===== src/hdm_regs.svh =====
`ifndef HDM_REGS_SVH
`define HDM_REGS_SVH

// ****************************************
// register offsets
// ****************************************
`define HDM_ADDR_CTRL 8'h00
`define HDM_ADDR_STATUS 8'h04
`define HDM_ADDR_ERR 8'h08
`define HDM_ADDR_HOME 8'h0C
`define HDM_ADDR_IRQ_STAT 8'h10
`define HDM_ADDR_IRQ_MASK 8'h14

// ****************************************
// control fields
// ****************************************
`define HDM_CTRL_START 0
`define HDM_CTRL_RETRY 1
`define HDM_CTRL_ZWAIVE 2
`define HDM_CTRL_BLOCK 3
`define HDM_CTRL_METHOD 7:4

// ****************************************
// interrupt bits
// ****************************************
`define HDM_IRQ_DONE 0
`define HDM_IRQ_MINOR 1
`define HDM_IRQ_MAJOR 2
`define HDM_IRQ_REFUSE 3

// ****************************************
// error codes and reset values
// ****************************************
`define HDM_ERR_COMPLETE_ON 16'h0073
`define HDM_ERR_ZCT 16'h0078
`define HDM_ERR_REQ_ON 16'h0079
`define HDM_ERR_DOG_ON 16'h03EB
`define HDM_REQ_RST 1'b1

`endif


===== src/hdm_pkg.sv =====
package hdm_pkg;

  typedef enum logic [2:0] {
    HDM_IDLE, HDM_FAST, HDM_DECEL, HDM_CREEP, HDM_SEEK, HDM_SEEK_STOP, HDM_SETTLE, HDM_ABORT
  } hdm_st_t;

  typedef enum logic [1:0] {HDM_SPD_NONE, HDM_SPD_HOME, HDM_SPD_CREEP, HDM_SPD_DSTOP} hdm_speed_t;

  typedef enum logic [3:0] {
    HDM_DOG1, HDM_DOG2, HDM_CNT1, HDM_CNT2, HDM_CNT3, HDM_DSET1, HDM_DSET2,
    HDM_CRADLE, HDM_STOP1, HDM_STOP2, HDM_LIMIT
  } hdm_method_t;

  typedef struct packed {
    logic zero_point;
    logic axis_in_position_flag;
    logic at_creep;
    logic stopped;
  } hdm_amp_t;

  typedef struct packed {
    logic shift_speed;
    logic creep_torque;
    logic incomplete_op;
    logic accel_group;
  } hdm_req_t;

  typedef struct packed {
    hdm_st_t st;
    hdm_speed_t speed;
    logic retry;
    logic zwaive;
    logic blk;
    hdm_method_t method;
    logic complete;
    logic request;
    logic zpass;
    logic beyond;
    logic dog_q;
    logic prog_ok;
    logic err_major;
    logic [15:0] err_code;
    logic [31:0] home_pos;
    logic [3:0] irq_stat;
    logic [3:0] irq_mask;
    logic [31:0] rdata;
  } hdm_state_t;

endpackage


===== src/hdm_homing.sv =====
// Design decisions made here: the register addresses and the address-and-strobe port.
`timescale 1ns/1ps
`include "hdm_regs.svh"
module hdm_homing (
  input wire clk,
  input wire rstn,
  input wire [7:0] addr,
  input wire [31:0] wdata,
  input wire wr,
  input wire rd,
  output logic [31:0] rdata,
  input wire dog_in,
  input wire hdm_pkg::hdm_amp_t amp,
  input wire [31:0] enc_pos,
  input wire before_dog,
  input wire power_restored,
  input wire prog_start,
  input wire prog_is_homing,
  output logic prog_accept,
  output hdm_pkg::hdm_speed_t speed_cmd,
  output logic creep_torque_en,
  output logic homing_complete,
  output logic homing_request_flag,
  output logic zero_pass_flag,
  output logic irq
);

  // ****************************************
  // state
  // ****************************************
  hdm_pkg::hdm_state_t s;
  hdm_pkg::hdm_state_t next_s;
  hdm_pkg::hdm_req_t req;
  logic [3:0] ev;
  logic start_cmd;
  logic dog_fall;
  logic zp_now;

  hdm_method_req u_req (
    .method(s.method),
    .req(req)
  );

  function automatic hdm_pkg::hdm_speed_t speed_of(input hdm_pkg::hdm_st_t st);
    case (st)
      hdm_pkg::HDM_FAST, hdm_pkg::HDM_DECEL: speed_of = hdm_pkg::HDM_SPD_HOME;
      hdm_pkg::HDM_CREEP, hdm_pkg::HDM_SEEK: speed_of = hdm_pkg::HDM_SPD_CREEP;
      hdm_pkg::HDM_SEEK_STOP, hdm_pkg::HDM_ABORT: speed_of = hdm_pkg::HDM_SPD_DSTOP;
      default: speed_of = hdm_pkg::HDM_SPD_NONE;
    endcase
  endfunction

  assign start_cmd = wr && (addr == `HDM_ADDR_CTRL) && wdata[`HDM_CTRL_START];
  assign dog_fall = !dog_in && s.dog_q;
  // a zero point in the very cycle of the dog-off still counts
  assign zp_now = s.zpass || amp.zero_point || s.zwaive;

  // ****************************************
  // next state
  // ****************************************
  always_comb begin
    next_s = s;
    next_s.rdata = 32'h0000_0000;
    next_s.prog_ok = 1'b0;
    next_s.dog_q = dog_in;
    ev = 4'h0;

    if (amp.zero_point || s.zwaive) begin
      next_s.zpass = 1'b1;
    end
    if (before_dog) begin
      next_s.beyond = 1'b0;
    end
    // set wins over the clear from the position compare
    if (dog_fall || (power_restored && s.complete)) begin
      next_s.beyond = 1'b1;
    end

    if (wr) begin
      case (addr)
        `HDM_ADDR_CTRL: begin
          next_s.retry = wdata[`HDM_CTRL_RETRY];
          next_s.zwaive = wdata[`HDM_CTRL_ZWAIVE];
          next_s.blk = wdata[`HDM_CTRL_BLOCK];
          // method is frozen while a sequence runs
          if (s.st == hdm_pkg::HDM_IDLE) begin
            next_s.method = hdm_pkg::hdm_method_t'(wdata[`HDM_CTRL_METHOD]);
          end
        end
        `HDM_ADDR_ERR: begin
          next_s.err_code = 16'h0000;
          next_s.err_major = 1'b0;
        end
        `HDM_ADDR_IRQ_MASK: next_s.irq_mask = wdata[3:0];
        default: begin
        end
      endcase
    end

    case (s.st)
      hdm_pkg::HDM_IDLE: begin
        // only the first dog variant is served; other methods ignore start
        if (start_cmd && s.method == hdm_pkg::HDM_DOG1) begin
          if (!s.retry && (s.complete || s.beyond)) begin
            next_s.err_code = `HDM_ERR_COMPLETE_ON;
            next_s.err_major = 1'b0;
            ev[`HDM_IRQ_MINOR] = 1'b1;
          end else if (dog_in) begin
            next_s.err_code = `HDM_ERR_DOG_ON;
            next_s.err_major = 1'b1;
            ev[`HDM_IRQ_MAJOR] = 1'b1;
          end else begin
            next_s.zpass = s.zwaive;
            next_s.complete = 1'b0;
            next_s.request = 1'b1;
            next_s.st = hdm_pkg::HDM_FAST;
          end
        end
      end
      hdm_pkg::HDM_FAST: begin
        if (dog_in) begin
          next_s.st = hdm_pkg::HDM_DECEL;
        end
      end
      hdm_pkg::HDM_DECEL, hdm_pkg::HDM_CREEP: begin
        if (!dog_in) begin
          if (!zp_now) begin
            next_s.st = hdm_pkg::HDM_ABORT;
            next_s.err_code = `HDM_ERR_ZCT;
            next_s.err_major = 1'b0;
            ev[`HDM_IRQ_MINOR] = 1'b1;
          end else if (s.st == hdm_pkg::HDM_DECEL) begin
            next_s.st = hdm_pkg::HDM_SEEK_STOP;
          end else begin
            next_s.st = hdm_pkg::HDM_SEEK;
          end
        end else if (s.st == hdm_pkg::HDM_DECEL && amp.at_creep) begin
          next_s.st = hdm_pkg::HDM_CREEP;
        end
      end
      hdm_pkg::HDM_SEEK, hdm_pkg::HDM_SEEK_STOP: begin
        if (amp.zero_point) begin
          next_s.home_pos = enc_pos;
          next_s.st = hdm_pkg::HDM_SETTLE;
        end
      end
      hdm_pkg::HDM_SETTLE: begin
        if (amp.axis_in_position_flag) begin
          next_s.complete = 1'b1;
          next_s.request = 1'b0;
          next_s.st = hdm_pkg::HDM_IDLE;
          ev[`HDM_IRQ_DONE] = 1'b1;
        end
      end
      hdm_pkg::HDM_ABORT: begin
        if (amp.stopped) begin
          next_s.st = hdm_pkg::HDM_IDLE;
        end
      end
      default: next_s.st = hdm_pkg::HDM_IDLE;
    endcase
    next_s.speed = speed_of(next_s.st);

    if (prog_start) begin
      if (s.blk && s.request && !prog_is_homing) begin
        next_s.err_code = `HDM_ERR_REQ_ON;
        next_s.err_major = 1'b0;
        ev[`HDM_IRQ_REFUSE] = 1'b1;
      end else begin
        next_s.prog_ok = 1'b1;
      end
    end

    // write one clears, but a new event in the same cycle survives
    next_s.irq_stat = s.irq_stat;
    if (wr && addr == `HDM_ADDR_IRQ_STAT) begin
      next_s.irq_stat = s.irq_stat & ~wdata[3:0];
    end
    next_s.irq_stat = next_s.irq_stat | ev;

    if (rd) begin
      case (addr)
        `HDM_ADDR_CTRL: next_s.rdata = {24'h00_0000, s.method, s.blk, s.zwaive, s.retry, 1'b0};
        `HDM_ADDR_STATUS: next_s.rdata = {20'h0_0000, req, 3'h0, s.beyond, s.zpass, s.request,
                                          s.complete, s.st != hdm_pkg::HDM_IDLE};
        `HDM_ADDR_ERR: next_s.rdata = {15'h0000, s.err_major, s.err_code};
        `HDM_ADDR_HOME: next_s.rdata = s.home_pos;
        `HDM_ADDR_IRQ_STAT: next_s.rdata = {28'h000_0000, s.irq_stat};
        `HDM_ADDR_IRQ_MASK: next_s.rdata = {28'h000_0000, s.irq_mask};
        default: next_s.rdata = 32'h0000_0000;
      endcase
    end
  end

  // ****************************************
  // registers
  // ****************************************
  always_ff @(posedge clk or negedge rstn) begin
    if (!rstn) begin
      s <= '0;
      s.request <= `HDM_REQ_RST;
    end else begin
      s <= next_s;
    end
  end

  assign rdata = s.rdata;
  assign prog_accept = s.prog_ok;
  assign speed_cmd = s.speed;
  assign creep_torque_en = req.creep_torque && (s.speed == hdm_pkg::HDM_SPD_CREEP);
  assign homing_complete = s.complete;
  assign homing_request_flag = s.request;
  assign zero_pass_flag = s.zpass;
  assign irq = |(s.irq_stat & s.irq_mask);
endmodule // hdm_homing


===== src/hdm_method_req.sv =====
`timescale 1ns/1ps
module hdm_method_req (
  input wire hdm_pkg::hdm_method_t method,
  output hdm_pkg::hdm_req_t req
);

  logic dset;

  assign dset = (method == hdm_pkg::HDM_DSET1) || (method == hdm_pkg::HDM_DSET2);
  assign req.shift_speed = !dset;
  assign req.creep_torque = (method == hdm_pkg::HDM_STOP1) || (method == hdm_pkg::HDM_STOP2);
  assign req.incomplete_op = 1'b1;
  assign req.accel_group = !dset;

endmodule // hdm_method_req


===== config.mk =====
export PLATFORM = sky130hd
export DESIGN_NAME = hdm_homing
export DESIGN_NICKNAME = d
export VERILOG_FILES = /design/src/hdm_pkg.sv /design/src/hdm_homing.sv /design/src/hdm_method_req.sv
export VERILOG_INCLUDE_DIRS = /design/src
export SDC_FILE = /design/constraint.sdc
export NUM_CORES = 1
export LEC_CHECK = 0
export ABC_CLOCK_PERIOD_IN_PS = 6200
export BUFFER_PORTS_ARGS = -buffer_cell sky130_fd_sc_hd__buf_2
export CORE_MARGIN = 5
export CORE_UTILIZATION = 50
export CTS_CLUSTER_SIZE = 12
export DETAILED_ROUTE_END_ITERATION = 6
export GPL_ROUTABILITY_DRIVEN = 0
export GPL_TIMING_DRIVEN = 0
export MAX_ROUTING_LAYER = met4
export PLACE_DENSITY = 0.76
export SLEW_MARGIN = 20
export SYNTH_ARGS = -nofsm -noshare
export SYNTH_HDL_FRONTEND = slang
export SYNTH_SLANG_ARGS = --single-unit

===== constraint.sdc =====
create_clock -name clk -period 6.2 [get_ports clk]
set_clock_uncertainty 0.2 [all_clocks]
set_input_delay 1.24 -clock clk [delete_from_list [all_inputs] [get_ports clk]]
set_output_delay 1.24 -clock clk [all_outputs]
set_load 0.02 [all_outputs]

# Word-level counts from Yosys, hierarchy flattened
# Cells that the tools add are included.
# word_totals
ramBits	0
latch_bits	0
rom_bits	0
input_bits	85
reg_bits	107
mem_count	0
# op_classes
n_addsub	0
n_eq_ne	27
multipliers	0
n_div	0
n_reduce_logical	39
n_lt_le_gt_ge	0
n_mux	48
n_shift	0
bitwise_logic	4
# ops
operator	count
32-bit case mux with 6 select lines	1
17-bit 2-to-1 mux	8
3-bit 2-to-1 mux	12
17-bit case mux with 2 select lines	1
32-bit 2-to-1 mux	1
3-bit == test, second input constant	7
18-bit 2-to-1 mux	1
3-bit case mux with 6 select lines	1
8-bit by 4-bit == test with 1-bit output, second input constant	2
8-bit by 5-bit == test with 1-bit output, second input constant	2
1-bit 2-to-1 mux	16
3-bit by 2-bit == test with 1-bit output, second input constant	4
1-bit logical AND	11
2-bit OR reduction	5
4-bit bitwise AND	2
4-bit by 3-bit == test with 1-bit output, second input constant	2
4-bit == test, second input constant	2
8-bit by 3-bit == test with 1-bit output, second input constant	1
8-bit logical NOT	1
1-bit logical OR	7
3-bit by 1-bit == test with 1-bit output, second input constant	2
2-bit 2-to-1 mux	3
2-bit inequality test, second input constant	3
2-bit case mux with 3 select lines	1
16 further kinds	22

# Depth between registers and ports, before layout
# Gate-level depths: netlist of the first run.
# depth
word_depth	9
depth_mapped	7
mapped_depth_nobuf	5

# Cells and area by module
# From an unflattened synthesis of the first run, not the netlist that was laid out.
# hier_totals
hier_cells	405
hier_area_um2	4773.3
# modules_own_cells
mod	area_each_um2	cells_each	n_inst
hdm_homing	4730.8	399	1
hdm_method_req	42.5	6	1

# Least setup slack after synthesis of the first run
# No wires, ideal clock.
# synth_path
kind	input port to flip-flop
from	input port addr[7]
to	register s[82] (netlist bit)
setup_slack_ns	2.804
n_path_buf	1
setup_time_ns	0.119
stages	6
arrival_time_ns	3.077
required_ns	5.881
cell_sequence	or4_4 > or3_1 > buf_2 > or4_4 > and3_4 > and2_1
# synth_lines
item	line	rtl
start, declared	hdm_homing.sv:7	input wire [7:0] addr,
end signal, assigned	hdm_homing.sv:203	s <= next_s;
end, declared	hdm_homing.sv:31	hdm_pkg::hdm_state_t s;

==> results of run 1 <==
-- layout make-up --
| type | count | area share (%) |
|---|---|---|
| plain buffers | 49 | 5.65 |
| clock buffers | 9 | 2.24 |
| clock inverters | 6 | 1.04 |
| inverters | 10 | 0.678 |
| multi-input cells | 232 | 29.9 |
| flip-flops and latches | 107 | 48.4 |
| well taps | 111 | 2.51 |
| repair buffers | 100 | 9.56 |
-- synthesized netlist by cell type, drive strengths merged (2+ instances only) --
cell type and number:
nor4 4, mux4 4, a22oi 3, nand3 6, nand2b 4, nor2 28
nand2 30, buf 39, a31oi 7, a21oi 17, and3 3, o21ai 7
clkbuf 10, nor3 6, dfrtp 106, or3 3, a2bb2oi 2, a211oi 2
mux2i 13, a21o 6, or4 3, mux2 43, nor2b 6, and2 23
inv 10
-- registers in the layout (all words and copies together), names as in the netlist --
register             flops
speed_cmd                2
prog_accept              1
homing_request_flag      1
rdata                   32
homing_complete          1
s                       69
zero_pass_flag           1
-- layer usage --
| layer | track usage [%] | wire [um] | up-vias |
|---|---|---|---|
| met5 | - | 0 | - |
| met4 | 5.21 | 136 | 0 |
| met3 | 4.27 | 557 | 15 |
| met2 | 28.3 | 4640 | 99 |
| met1 | 24.0 | 4350 | 1563 |
| li1 | - | - | 1555 |
-- report_power, final --
part / leakage [nW] / internal (mW) / switching [mW]
combinational: 1.39 / 0.201 / 0.175
sequential: 1.38 / 0.834 / 0.0697
clock: 0.0937 / 0.153 / 0.248
-- per-stage QoR --
| stage | instances | utilization [%] | instance area [sq um] | hold slack, ns |
|---|---|---|---|---|
| 5_1_grt | 624 | 60.2 | 5540 | 0.301 |
| 6_report | 624 | 60.2 | 5540 | 0.281 |
| 3_5_place_dp | 609 | 58.2 | 5350 | 0.262 |
| 2_1_floorplan | 398 | - | 4690 | 0.247 |
| 3_3_place_gp | 608 | 57.9 | 5320 | 0.256 |
| 4_1_cts | 624 | 60.2 | 5540 | 0.285 |
-- worst min-delay path by stage --
stage,to,slack (ns),cells past startpoint
after global routing,rdata[29],0.30,1
after floorplan,rdata[17],0.25,1
after CTS,rdata[26],0.29,1
final,rdata[26],0.28,1
after detailed placement,rdata[26],0.26,1
after global placement,rdata[23],0.26,1
-- cells in the final DEF (no fill, tap or decap), drive strengths merged, types with 4 or more instances in the layout --
cell type  Yosys  routed
nand2         30      30
mux4           4       4
dfrtp        106     106
a31oi          7       7
nor3           6       6
nand3          6       6
a21oi         17      17
buf           39     139
and2          23      23
nand2b         4       4
inv           10      13
mux2          43      43
nor2b          6       6
mux2i         13      13
o21ai          7       7
clkbuf        10      19
nor4           4       4
nor2          28      28
a21o           6       6
-- cell families after synthesis --
kind of cell	count (synthesis)	synth area share [%]
and+or+nand+nor	120	13.2
DFF	107	57.2
muxes	60	15.0
buffers and inverters	59	7.48
AOI/OAI and AO/OA	51	6.89
xor gates and xnor gates	1	0.187
==> Implementation_results.wiki, run 1 <==
{| class="wikitable"
! Metric !! Value
|-
| Classification of the worst setup path || input pin to register
|-
| Chip height || ~110 um
|-
| R2R setup slack || about 3.7 ns
|-
| Post-synthesis to final-layout area growth || 18.1%
|-
| Number of pins with negative max-slew slack in the final report || 0
|-
| Pin count of the biggest net entering global routing || roughly 80
|-
| Worst slack after detailed placement || ~2.3 ns
|-
| Netlist area before placement || about 0.0047 sq mm
|-
| CTS resizes || 0
|-
| Antenna Violating Nets Remaining || 0
|-
| Fraction of final layout cells sized beyond drive strength 1 || around 40%
|-
| Crit-path leading delay family || simple AND/OR/NAND/NOR gates
|-
| Crit-path max cell delay || 0.56 ns
|-
| Area of all sequential standard cells || roughly 0.0027 sq mm
|-
| Maximum net fanout on the critical path || 10
|-
| Number of library cell types mapped by synthesis || 42
|-
| PortBufs || ~100
|-
| TritonRoute pass-1 iters || 4
|-
| Combined area of the multi-input logic cells || between 0.0015 and 0.002 sq mm
|-
| Area fraction of the dominant cell type after synthesis || between 50% and 60%
|-
| Clock tree from TritonCTS || done
|-
| Number of antenna cells inserted || 0
|-
| # DRC || 0
|-
| Synthesized netlist net count || 483
|-
| Die X || roughly 110 um
|-
| Required time worst endpoint || roughly 6.3 ns
|-
| Fraction of the yosys area taken by sequential cells || between 50% and 60%
|-
| Worst setup endpoint || rdata[27]
|-
| Main synth FF type || sky130_fd_sc_hd__dfrtp_1
|-
| Register bit count reported by yosys || 107
|-
| Core area || 0.00920 sq mm
|-
| Clk_lat worst skew || 0.37 ns
|-
| Synthesized instance count || about 400
|-
| Final HPWL DP || 7.32 mm
|-
| Shortest period the worst path allows || about 3.5 ns
|-
| Share of flip-flops with an asynchronous set or reset after synthesis || 100%
|-
| Critical path origin || addr[7]
|-
| F_max || 289 MHz
|-
| Maximum vdd ir drop || approximately 250 uV
|-
| Number of cells on the critical path || 7
|-
| Synth top area cells || sky130_fd_sc_hd__dfrtp_1 57%, sky130_fd_sc_hd__mux2_2 10%, sky130_fd_sc_hd__buf_4 5.4%
|-
| Via density per instance || a little over 5
|-
| Mean instance size in the synthesized netlist || approximately 12 sq um
|-
| Count of yosys warnings during synthesis || 0
|-
| Total negative slack || 0 ns
|-
| CTS Buf Count || 9
|-
| Clock-pin slew on the worst setup and hold paths || approximately 0.10 ns
|-
| Routed Wire Length || 9.69 mm
|-
| Routed wire per std cell || between 15 and 20 um
|-
| Area enclosed by the die boundary || around 0.011 sq mm
|-
| Status || finished clean
|-
| Via count of the first global-routing pass || about 3300
|-
| Final hold viol count || 0
|-
| Clk buf depth || 2
|-
| Final number of setup-violating endpoints || 0
|-
| Overall fraction of global-route tracks in use || a little under a fifth
|-
| R2r startpoint || s[105]
|-
| Unrepaired setup endpoints after global routing || no
|-
| Number of antenna violations at the first check in global routing || 0
|-
| Critical hold path startpoint || s[66]
|-
| Number of hold buffers added after cts || 0
|-
| Std-Cell Rows || 35
|-
| Startpoint types || input pin
|-
| Slew headroom || 41.3%
|-
| Pwr/cell area || between 300 and 400 mW/mm^2
|-
| Static power due to leakage || approximately 2.9 nW
|-
| Arrival time at the worst endpoint || approximately 3.6 ns
|-
| Class of the most critical hold timing path || register to register
|-
| Crit-path cells || buf_2, or4_4, nor3_1, nand3_1, nor2_1, clkbuf_1, and2_1
|-
| Pwr Total || approximately 1.7 mW
|-
| Most area-hungry cell type in the Yosys netlist || sky130_fd_sc_hd__dfrtp_1
|-
| Final Cycle Share || 55.8%
|-
| Root Driver || sky130_fd_sc_hd__clkbuf_8
|-
| Wire length of the first global-routing pass || about 16 mm
|-
| Reg2reg path depth || 6
|-
| Max capacitance violation total || 0
|-
| CTS Sinks || about 110
|-
| Effective utilization at floorplan || 51.0%
|-
| Via count of the routed design || ~3200
|-
| Sum of overflow across all layers after global routing || 0
|-
| Final critical-path setup slack || 2.74 ns
|-
| Number of top-level pins || roughly 130
|-
| Post-CTS setup buffer count || 0
|-
| Worst-Margin Slew || just under 0.9 ns
|-
| Number of enable-type register cells in the synthesized netlist || 0
|-
| Fillers || around 790
|-
| Number of buffers and inverters on the critical path || 2
|-
| Slowest cell on crit path || sky130_fd_sc_hd__or4_4
|-
| R2r endpoint || s[82]
|-
| Layout net count || ~590
|-
| CTS H-tree depth || 3
|-
| Kind of end point of the critical path || register
|-
| Drt first-iter violations || 198
|}
(Power assumes the default switching activity.)
==> run 2: changes to the inputs <==
--- a/config.mk
+++ b/config.mk
@@ -6,16 +6,16 @@
 export SDC_FILE = /design/constraint.sdc
 export NUM_CORES = 1
 export LEC_CHECK = 0
-export ABC_CLOCK_PERIOD_IN_PS = 6200
+export ABC_CLOCK_PERIOD_IN_PS = 2900
 export BUFFER_PORTS_ARGS = -buffer_cell sky130_fd_sc_hd__buf_2
 export CORE_MARGIN = 5
-export CORE_UTILIZATION = 50
+export CORE_UTILIZATION = 47
 export CTS_CLUSTER_SIZE = 12
 export DETAILED_ROUTE_END_ITERATION = 6
 export GPL_ROUTABILITY_DRIVEN = 0
 export GPL_TIMING_DRIVEN = 0
 export MAX_ROUTING_LAYER = met4
-export PLACE_DENSITY = 0.76
+export PLACE_DENSITY = 0.75
 export SLEW_MARGIN = 20
 export SYNTH_ARGS = -nofsm -noshare
 export SYNTH_HDL_FRONTEND = slang
==> constraint.sdc (replaced) <==
create_clock -name clk -period 2.9 [get_ports clk]
set_clock_uncertainty 0.2 [all_clocks]
set_input_delay 0.58 -clock clk [delete_from_list [all_inputs] [get_ports clk]]
set_output_delay 0.58 -clock clk [all_outputs]
set_load 0.02 [all_outputs]
==> Implementation_results.wiki, run 2 (synthesis results as in run 1) <==
{| class="wikitable"
! Metric !! Value
|-
| Startpoint types || input pin
|-
| Final Cycle Share || a little over nine tenths
|-
| Crit-path max cell delay || 0.56 ns
|-
| Number of antenna cells inserted || 0
|-
| Chip height || 110 um
|-
| CTS Buf Count || 9
|-
| Final number of setup-violating endpoints || 0
|-
| Pwr/cell area || approximately 660 mW/mm^2
|-
| Number of buffers and inverters on the critical path || 2
|-
| Antenna Violating Nets Remaining || 0
|-
| Max capacitance violation total || 0
|-
| CTS H-tree depth || 3
|-
| Worst slack after detailed placement || -0.342 ns
|-
| Fraction of final layout cells sized beyond drive strength 1 || roughly two fifths
|-
| Worst-Margin Slew || 0.842 ns
|-
| Number of cells on the critical path || 7
|-
| Leading cell type in the layout, fill and taps excluded || sky130_fd_sc_hd__dfrtp_1
|-
| Status || finished clean
|-
| Number of top-level pins || between 100 and 150
|-
| PortBufs || 99
|-
| Required time worst endpoint || ~3 ns
|-
| Std-Cell Rows || 36
|-
| Post-CTS setup buffer count || 0
|-
| Sum of overflow across all layers after global routing || 0
|-
| Most used cells in the layout excluding fill and tap cells || 106 x sky130_fd_sc_hd__dfrtp_1, 99 x sky130_fd_sc_hd__buf_2, 43 x sky130_fd_sc_hd__mux2_2, 34 x sky130_fd_sc_hd__buf_4, 30 x sky130_fd_sc_hd__nand2_1
|-
| Crit-path cells || buf_2, or4_4, nor3_1, nand3_1, nor2_2, clkbuf_1, and2_1
|-
| Layout net count || roughly 600
|-
| Die X || roughly 110 um
|-
| Pin count of the biggest net entering global routing || 80
|-
| Wire length of the first global-routing pass || around 16 mm
|-
| Maximum net fanout on the critical path || 10
|-
| Slew headroom || a little over two fifths
|-
| Core area || 0.00973 sq mm
|-
| Root Driver || sky130_fd_sc_hd__clkbuf_8
|-
| Static power due to leakage || ~2.9 nW
|-
| Clock-pin slew on the worst setup and hold paths || ~0.09 ns
|-
| Classification of the worst setup path || input pin to register
|-
| # DRC || 0
|-
| Overall fraction of global-route tracks in use || 18.4%
|-
| Routed wire per std cell || around 16 um
|-
| Arrival time at the worst endpoint || 2.83 ns
|-
| Final HPWL DP || 7.60 mm
|-
| Final hold viol count || 0
|-
| Via count of the first global-routing pass || roughly 3400
|-
| Most flop-heavy register || s
|-
| Via count of the routed design || roughly 3200
|-
| Crit-path leading delay family || simple AND/OR/NAND/NOR gates
|-
| Number of antenna violations at the first check in global routing || 0
|-
| CTS Sinks || between 100 and 150
|-
| F_max || around 370 MHz
|-
| Shortest period the worst path allows || roughly 2.7 ns
|-
| Post-synthesis to final-layout area growth || 19.4%
|-
| Kind of end point of the critical path || register
|-
| Number of pins with negative max-slew slack in the final report || 0
|-
| Reg2reg path depth || 6
|-
| Class of the most critical hold timing path || input pin to register
|-
| Clk buf depth || 2
|-
| Instance count after placement with tap cells included || between 600 and 700
|-
| Area enclosed by the die boundary || about 0.012 sq mm
|-
| TritonRoute pass-1 iters || 4
|-
| Via density per instance || approximately 5.0
|-
| Effective utilization at floorplan || 48.2%
|-
| Final critical-path setup slack || approximately 0.18 ns
|-
| Maximum vdd ir drop || approximately 430 uV
|-
| Clock tree from TritonCTS || done
|-
| Max FFs per register || 69
|-
| Slowest cell on crit path || sky130_fd_sc_hd__or4_4
|-
| Routed Wire Length || 10.0 mm
|-
| Clk_lat worst skew || around 0.37 ns
|-
| Hold Path Stages || 1
|-
| Drt first-iter violations || ~150
|-
| Unrepaired setup endpoints after global routing || no
|-
| Post-route worst hold slack || between 0.1 and 0.15 ns
|-
| Non-filler instance count after layout || approximately 650
|}
[run 2: changes by cell type in the layout (fill, tap and decap cells not counted), sizes merged]
cell	delta
bufinv	+1
clkbuf	+1
clkinvlp	+1
dlygate4sd3	+1
inv	-3
[run 2: final cells by class]
cell class                 instances  area, sq um
fill                             887         4130
sequential                       107         2680
multi-input combinational        232         1660
timing repair buffer             101          539
buffer                            49          313
tap                              133          166
clock buffer                      10          138
clock inverter                     5         63.8
inverter                          10         37.5
[run 2: worst reg2reg max path, stage by stage, from the launching register on]
cell and delay, ns:
sky130_fd_sc_hd__dfrtp_1 0.37, sky130_fd_sc_hd__clkbuf_1 0.19, sky130_fd_sc_hd__nor4_1 0.44, sky130_fd_sc_hd__nand2_1 0.20, sky130_fd_sc_hd__nor3_1 0.39, sky130_fd_sc_hd__nand3_1 0.38
sky130_fd_sc_hd__a21o_1 0.27
[run 2: final timing paths]
check                           startpoint             end  slack [ns]
max in group asynchronous             rstn           s[46]        1.42
worst max-delay path               addr[7]       rdata[22]        0.18
min in group asynchronous             rstn  zero_pass_flag        0.44
worst max register to register      s[105]           s[76]        0.37
worst min-delay path                dog_in           s[90]        0.13
worst min register to register       s[64]       rdata[24]        0.28
[run 2: timing repair]
action,CTS,global route
gates resized for setup,0,1
endpoints found under the setup margin,0,10
endpoints found under the hold margin,27,0
hold buffers,1,0
[run 2: stage by stage]
stage	util, %	total power, mW	TNS, ns	area (sq um)
3_3_place_gp	55.0	2.72	-9.90	5350
6_report	57.5	3.67	0	5600
2_1_floorplan	-	2.52	0	4690
4_1_cts	57.5	3.72	0	5590
5_1_grt	57.5	3.89	0	5600
3_5_place_dp	55.3	2.79	-3.83	5380
[run 2: power breakdown]
group | internal [mW] | switching [mW] | total (mW) | leakage [nW]
Clock | 0.422 | 0.502 | 0.925 | 0.0985
Sequential | 1.78 | 0.151 | 1.93 | 1.38
Combinational | 0.431 | 0.378 | 0.809 | 1.39
[run 2: layer usage]
layer	share of wire [%]	track usage [%]
met2	50	29.2
met4	2.6	8.64
met1	43	22.8
met3	5.0	3.64
met5	0	-
==> run 3: changes to the inputs <==
--- a/config.mk
+++ b/config.mk
@@ -6,16 +6,17 @@
 export SDC_FILE = /design/constraint.sdc
 export NUM_CORES = 1
 export LEC_CHECK = 0
+export ABC_AREA = 1
 export ABC_CLOCK_PERIOD_IN_PS = 2900
 export BUFFER_PORTS_ARGS = -buffer_cell sky130_fd_sc_hd__buf_2
 export CORE_MARGIN = 5
-export CORE_UTILIZATION = 47
+export CORE_UTILIZATION = 48
 export CTS_CLUSTER_SIZE = 12
 export DETAILED_ROUTE_END_ITERATION = 6
 export GPL_ROUTABILITY_DRIVEN = 0
 export GPL_TIMING_DRIVEN = 0
 export MAX_ROUTING_LAYER = met4
-export PLACE_DENSITY = 0.75
+export PLACE_DENSITY = 0.76
 export SLEW_MARGIN = 20
 export SYNTH_ARGS = -nofsm -noshare
 export SYNTH_HDL_FRONTEND = slang
==> Implementation_results.wiki, run 3 <==
{| class="wikitable"
! Metric !! Value
|-
| Mean instance size in the synthesized netlist || 8.24 sq um
|-
| Number of library cell types mapped by synthesis || 27
|-
| List of most frequent post-synthesis cells || 191 x sky130_fd_sc_hd__nand2_1, 106 x sky130_fd_sc_hd__dfrtp_1, 71 x sky130_fd_sc_hd__inv_1
|-
| Unrepaired setup endpoints after global routing || no
|-
| Via density per instance || between 4 and 5
|-
| R2R setup slack || approximately 1.1 ns
|-
| Netlist area before placement || between 0.004 and 0.005 sq mm
|-
| Number of top-level pins || about 130
|-
| Fillers || around 950
|-
| Routed wire per std cell || 13.0 um
|-
| Area of all sequential standard cells || roughly 0.0027 sq mm
|-
| Synthesized instance count || around 600
|-
| Area enclosed by the die boundary || around 0.012 sq mm
|-
| Hold Path Stages || 2
|-
| Class of the most critical hold timing path || input pin to register
|-
| Max FFs per register || a little under 70
|-
| Slowest cell on crit path || sky130_fd_sc_hd__nor3_1
|-
| Root Driver || sky130_fd_sc_hd__clkbuf_8
|-
| Std-Cell Rows || 37
|-
| CTS Buf Count || 9
|-
| Most repeated cell in the gate-level netlist after synthesis || sky130_fd_sc_hd__nand2_1
|-
| Maximum net fanout on the critical path || 3
|-
| Most area-hungry cell type in the Yosys netlist || sky130_fd_sc_hd__dfrtp_1
|-
| Status || finished clean
|-
| Clk buf depth || 2
|-
| Synthesized netlist net count || a little under 700
|-
| CTS Sinks || between 100 and 150
|-
| Clock-pin slew on the worst setup and hold paths || around 0.09 ns
|-
| CTS resizes || 0
|-
| Arrival time at the worst endpoint || ~1.6 ns
|-
| Main synth FF type || sky130_fd_sc_hd__dfrtp_1
|-
| Register bit count reported by yosys || 107
|-
| Slew headroom || 65.1%
|-
| Via count of the first global-routing pass || about 4100
|-
| Number of pins with negative max-slew slack in the final report || 0
|-
| Routed Wire Length || 11.1 mm
|-
| Count of yosys warnings during synthesis || 0
|-
| Crit-path cells || nor3_1, nand2_1, nor2_1, buf_2
|-
| Clk_lat worst skew || between 0.3 and 0.4 ns
|-
| Pwr Total || ~3.5 mW
|-
| Most flop-heavy register || s
|-
| Number of antenna violations at the first check in global routing || 0
|-
| Kind of end point of the critical path || output pin
|-
| Required time worst endpoint || approximately 2.1 ns
|-
| Fraction of the yosys area taken by sequential cells || 54.0%
|-
| Antenna Violating Nets Remaining || 0
|-
| Wire length of the first global-routing pass || between 15 and 20 mm
|-
| Effective utilization at floorplan || 48.7%
|-
| Number of buffers and inverters on the critical path || 1
|-
| Static power due to leakage || between 3 and 4 nW
|-
| Cell area after layout || 0.00584 sq mm
|-
| Final hold viol count || 0
|-
| Sum of overflow across all layers after global routing || 0
|-
| Combined area of the multi-input logic cells || between 0.0015 and 0.002 sq mm
|-
| Overall fraction of global-route tracks in use || roughly a fifth
|-
| Classification of the worst setup path || register to output pin
|-
| Share of flip-flops with an asynchronous set or reset after synthesis || 100%
|-
| Chip height || 112 um
|-
| Leading cell type in the layout, fill and taps excluded || sky130_fd_sc_hd__nand2_1
|-
| Crit-path max cell delay || 0.43 ns
|-
| Max capacitance violation total || 0
|-
| TritonRoute pass-1 iters || 6
|-
| Final Cycle Share || 80.8%
|-
| # DRC || 0
|-
| Via count of the routed design || 4120
|-
| Clock tree from TritonCTS || done
|-
| F_max || approximately 430 MHz
|-
| Instance count after placement with tap cells included || around 840
|-
| Layout net count || 799
|-
| Maximum vdd ir drop || ~340 uV
|-
| Final HPWL DP || just under 9 mm
|-
| Drt first-iter violations || 263
|-
| Worst-Margin Slew || 0.524 ns
|-
| Reg2reg path depth || 8
|-
| R2r startpoint || s[105]
|-
| Fraction of final layout cells sized beyond drive strength 1 || 25.8%
|-
| Area fraction of the dominant cell type after synthesis || a little over half
|-
| Hold EP || s[91]
|-
| Post-synthesis to final-layout area growth || 17.7%
|-
| Die X || 112 um
|-
| Shortest period the worst path allows || about 2.3 ns
|-
| Most used cells in the layout excluding fill and tap cells || 191 x sky130_fd_sc_hd__nand2_1, 106 x sky130_fd_sc_hd__dfrtp_1, 104 x sky130_fd_sc_hd__buf_2, 71 x sky130_fd_sc_hd__inv_1, 48 x sky130_fd_sc_hd__nor2_1
|-
| Crit-path leading delay family || simple AND/OR/NAND/NOR gates
|-
| CTS H-tree depth || 3
|-
| Post-route worst hold slack || about 0.19 ns
|-
| R2r endpoint || s[50]
|-
| Core area || 0.0102 sq mm
|-
| Startpoint types || register
|-
| Synth top area cells || sky130_fd_sc_hd__dfrtp_1 53%, sky130_fd_sc_hd__nand2_1 14%, sky130_fd_sc_hd__buf_4 5.6%
|-
| Number of antenna cells inserted || 0
|-
| Pin count of the biggest net entering global routing || 83
|-
| PortBufs || 99
|-
| Non-filler instance count after layout || between 800 and 900
|-
| Cell area reported after detailed placement || between 0.005 and 0.006 sq mm
|-
| Final number of setup-violating endpoints || 0
|-
| Critical hold path startpoint || before_dog
|-
| Pwr/cell area || a little under 600 mW/mm^2
|-
| Number of enable-type register cells in the synthesized netlist || 0
|}
## run 3: cells by family (layout without fill, tap and decap cells)
| kind of cell | count (synthesis) | after routing | share of synthesized area (%) |
|---|---|---|---|
| AO/OA/AOI/OAI | 73 | 73 | 7.67 |
| buffers and inverters | 123 | 239 | 12.6 |
| flip-flops | 107 | 107 | 54.0 |
| AND/OR/NAND/NOR | 299 | 299 | 25.7 |
## run 3: repair_timing
item                      4_1_cts  5_1_grt
hold buffers                    1        0
buffers inserted                0        0
hold endpoints to repair       24        0
## run 3: final cells by class
cell class	instances	area share, %
Buffer	47	5.79
Clock buffer	11	2.42
Clock inverter	4	0.450
Inverter	76	4.89
Multi-Input combinational cell	372	28.4
Sequential cell	107	45.9
Tap cell	136	2.92
Timing Repair Buffer	101	9.24
## run 3: worst max path at each step
stage	start	end	slack, ns	cells past startpoint
floorplan	addr[7]	s[79]	1.12	8
global placement	rstn	s[84]	-0.07	1
detailed placement	addr[1]	s[83]	0.79	10
CTS	s[96]	creep_torque_en	0.55	4
global route	s[96]	creep_torque_en	0.46	4
finish	s[96]	creep_torque_en	0.56	4
## run 3: report_power, final
part,internal [mW],switching [mW]
clock network,0.332,0.477
registers,1.75,0.113
logic,0.262,0.545
## run 3: layer usage
metal / vias up / wire, um / global-route usage (%)
met2: 155 / 5230 / 29.6
met1: 1895 / 4880 / 24.2
met3: 19 / 726 / 3.26
met5: - / 0 / -
li1: 2051 / - / -
met4: 0 / 255 / 7.14
## run 3: through the flow
| stage | setup TNS (ns) | setup slack [ns] | util, % |
|---|---|---|---|
| 2_1_floorplan | 0 | 1.12 | - |
| 3_3_place_gp | -6.19 | -0.0665 | 55.2 |
| 3_5_place_dp | 0 | 0.792 | 55.6 |
| 4_1_cts | 0 | 0.549 | 57.3 |
| 5_1_grt | 0 | 0.463 | 57.3 |
| 6_report | 0 | 0.556 | 57.3 |
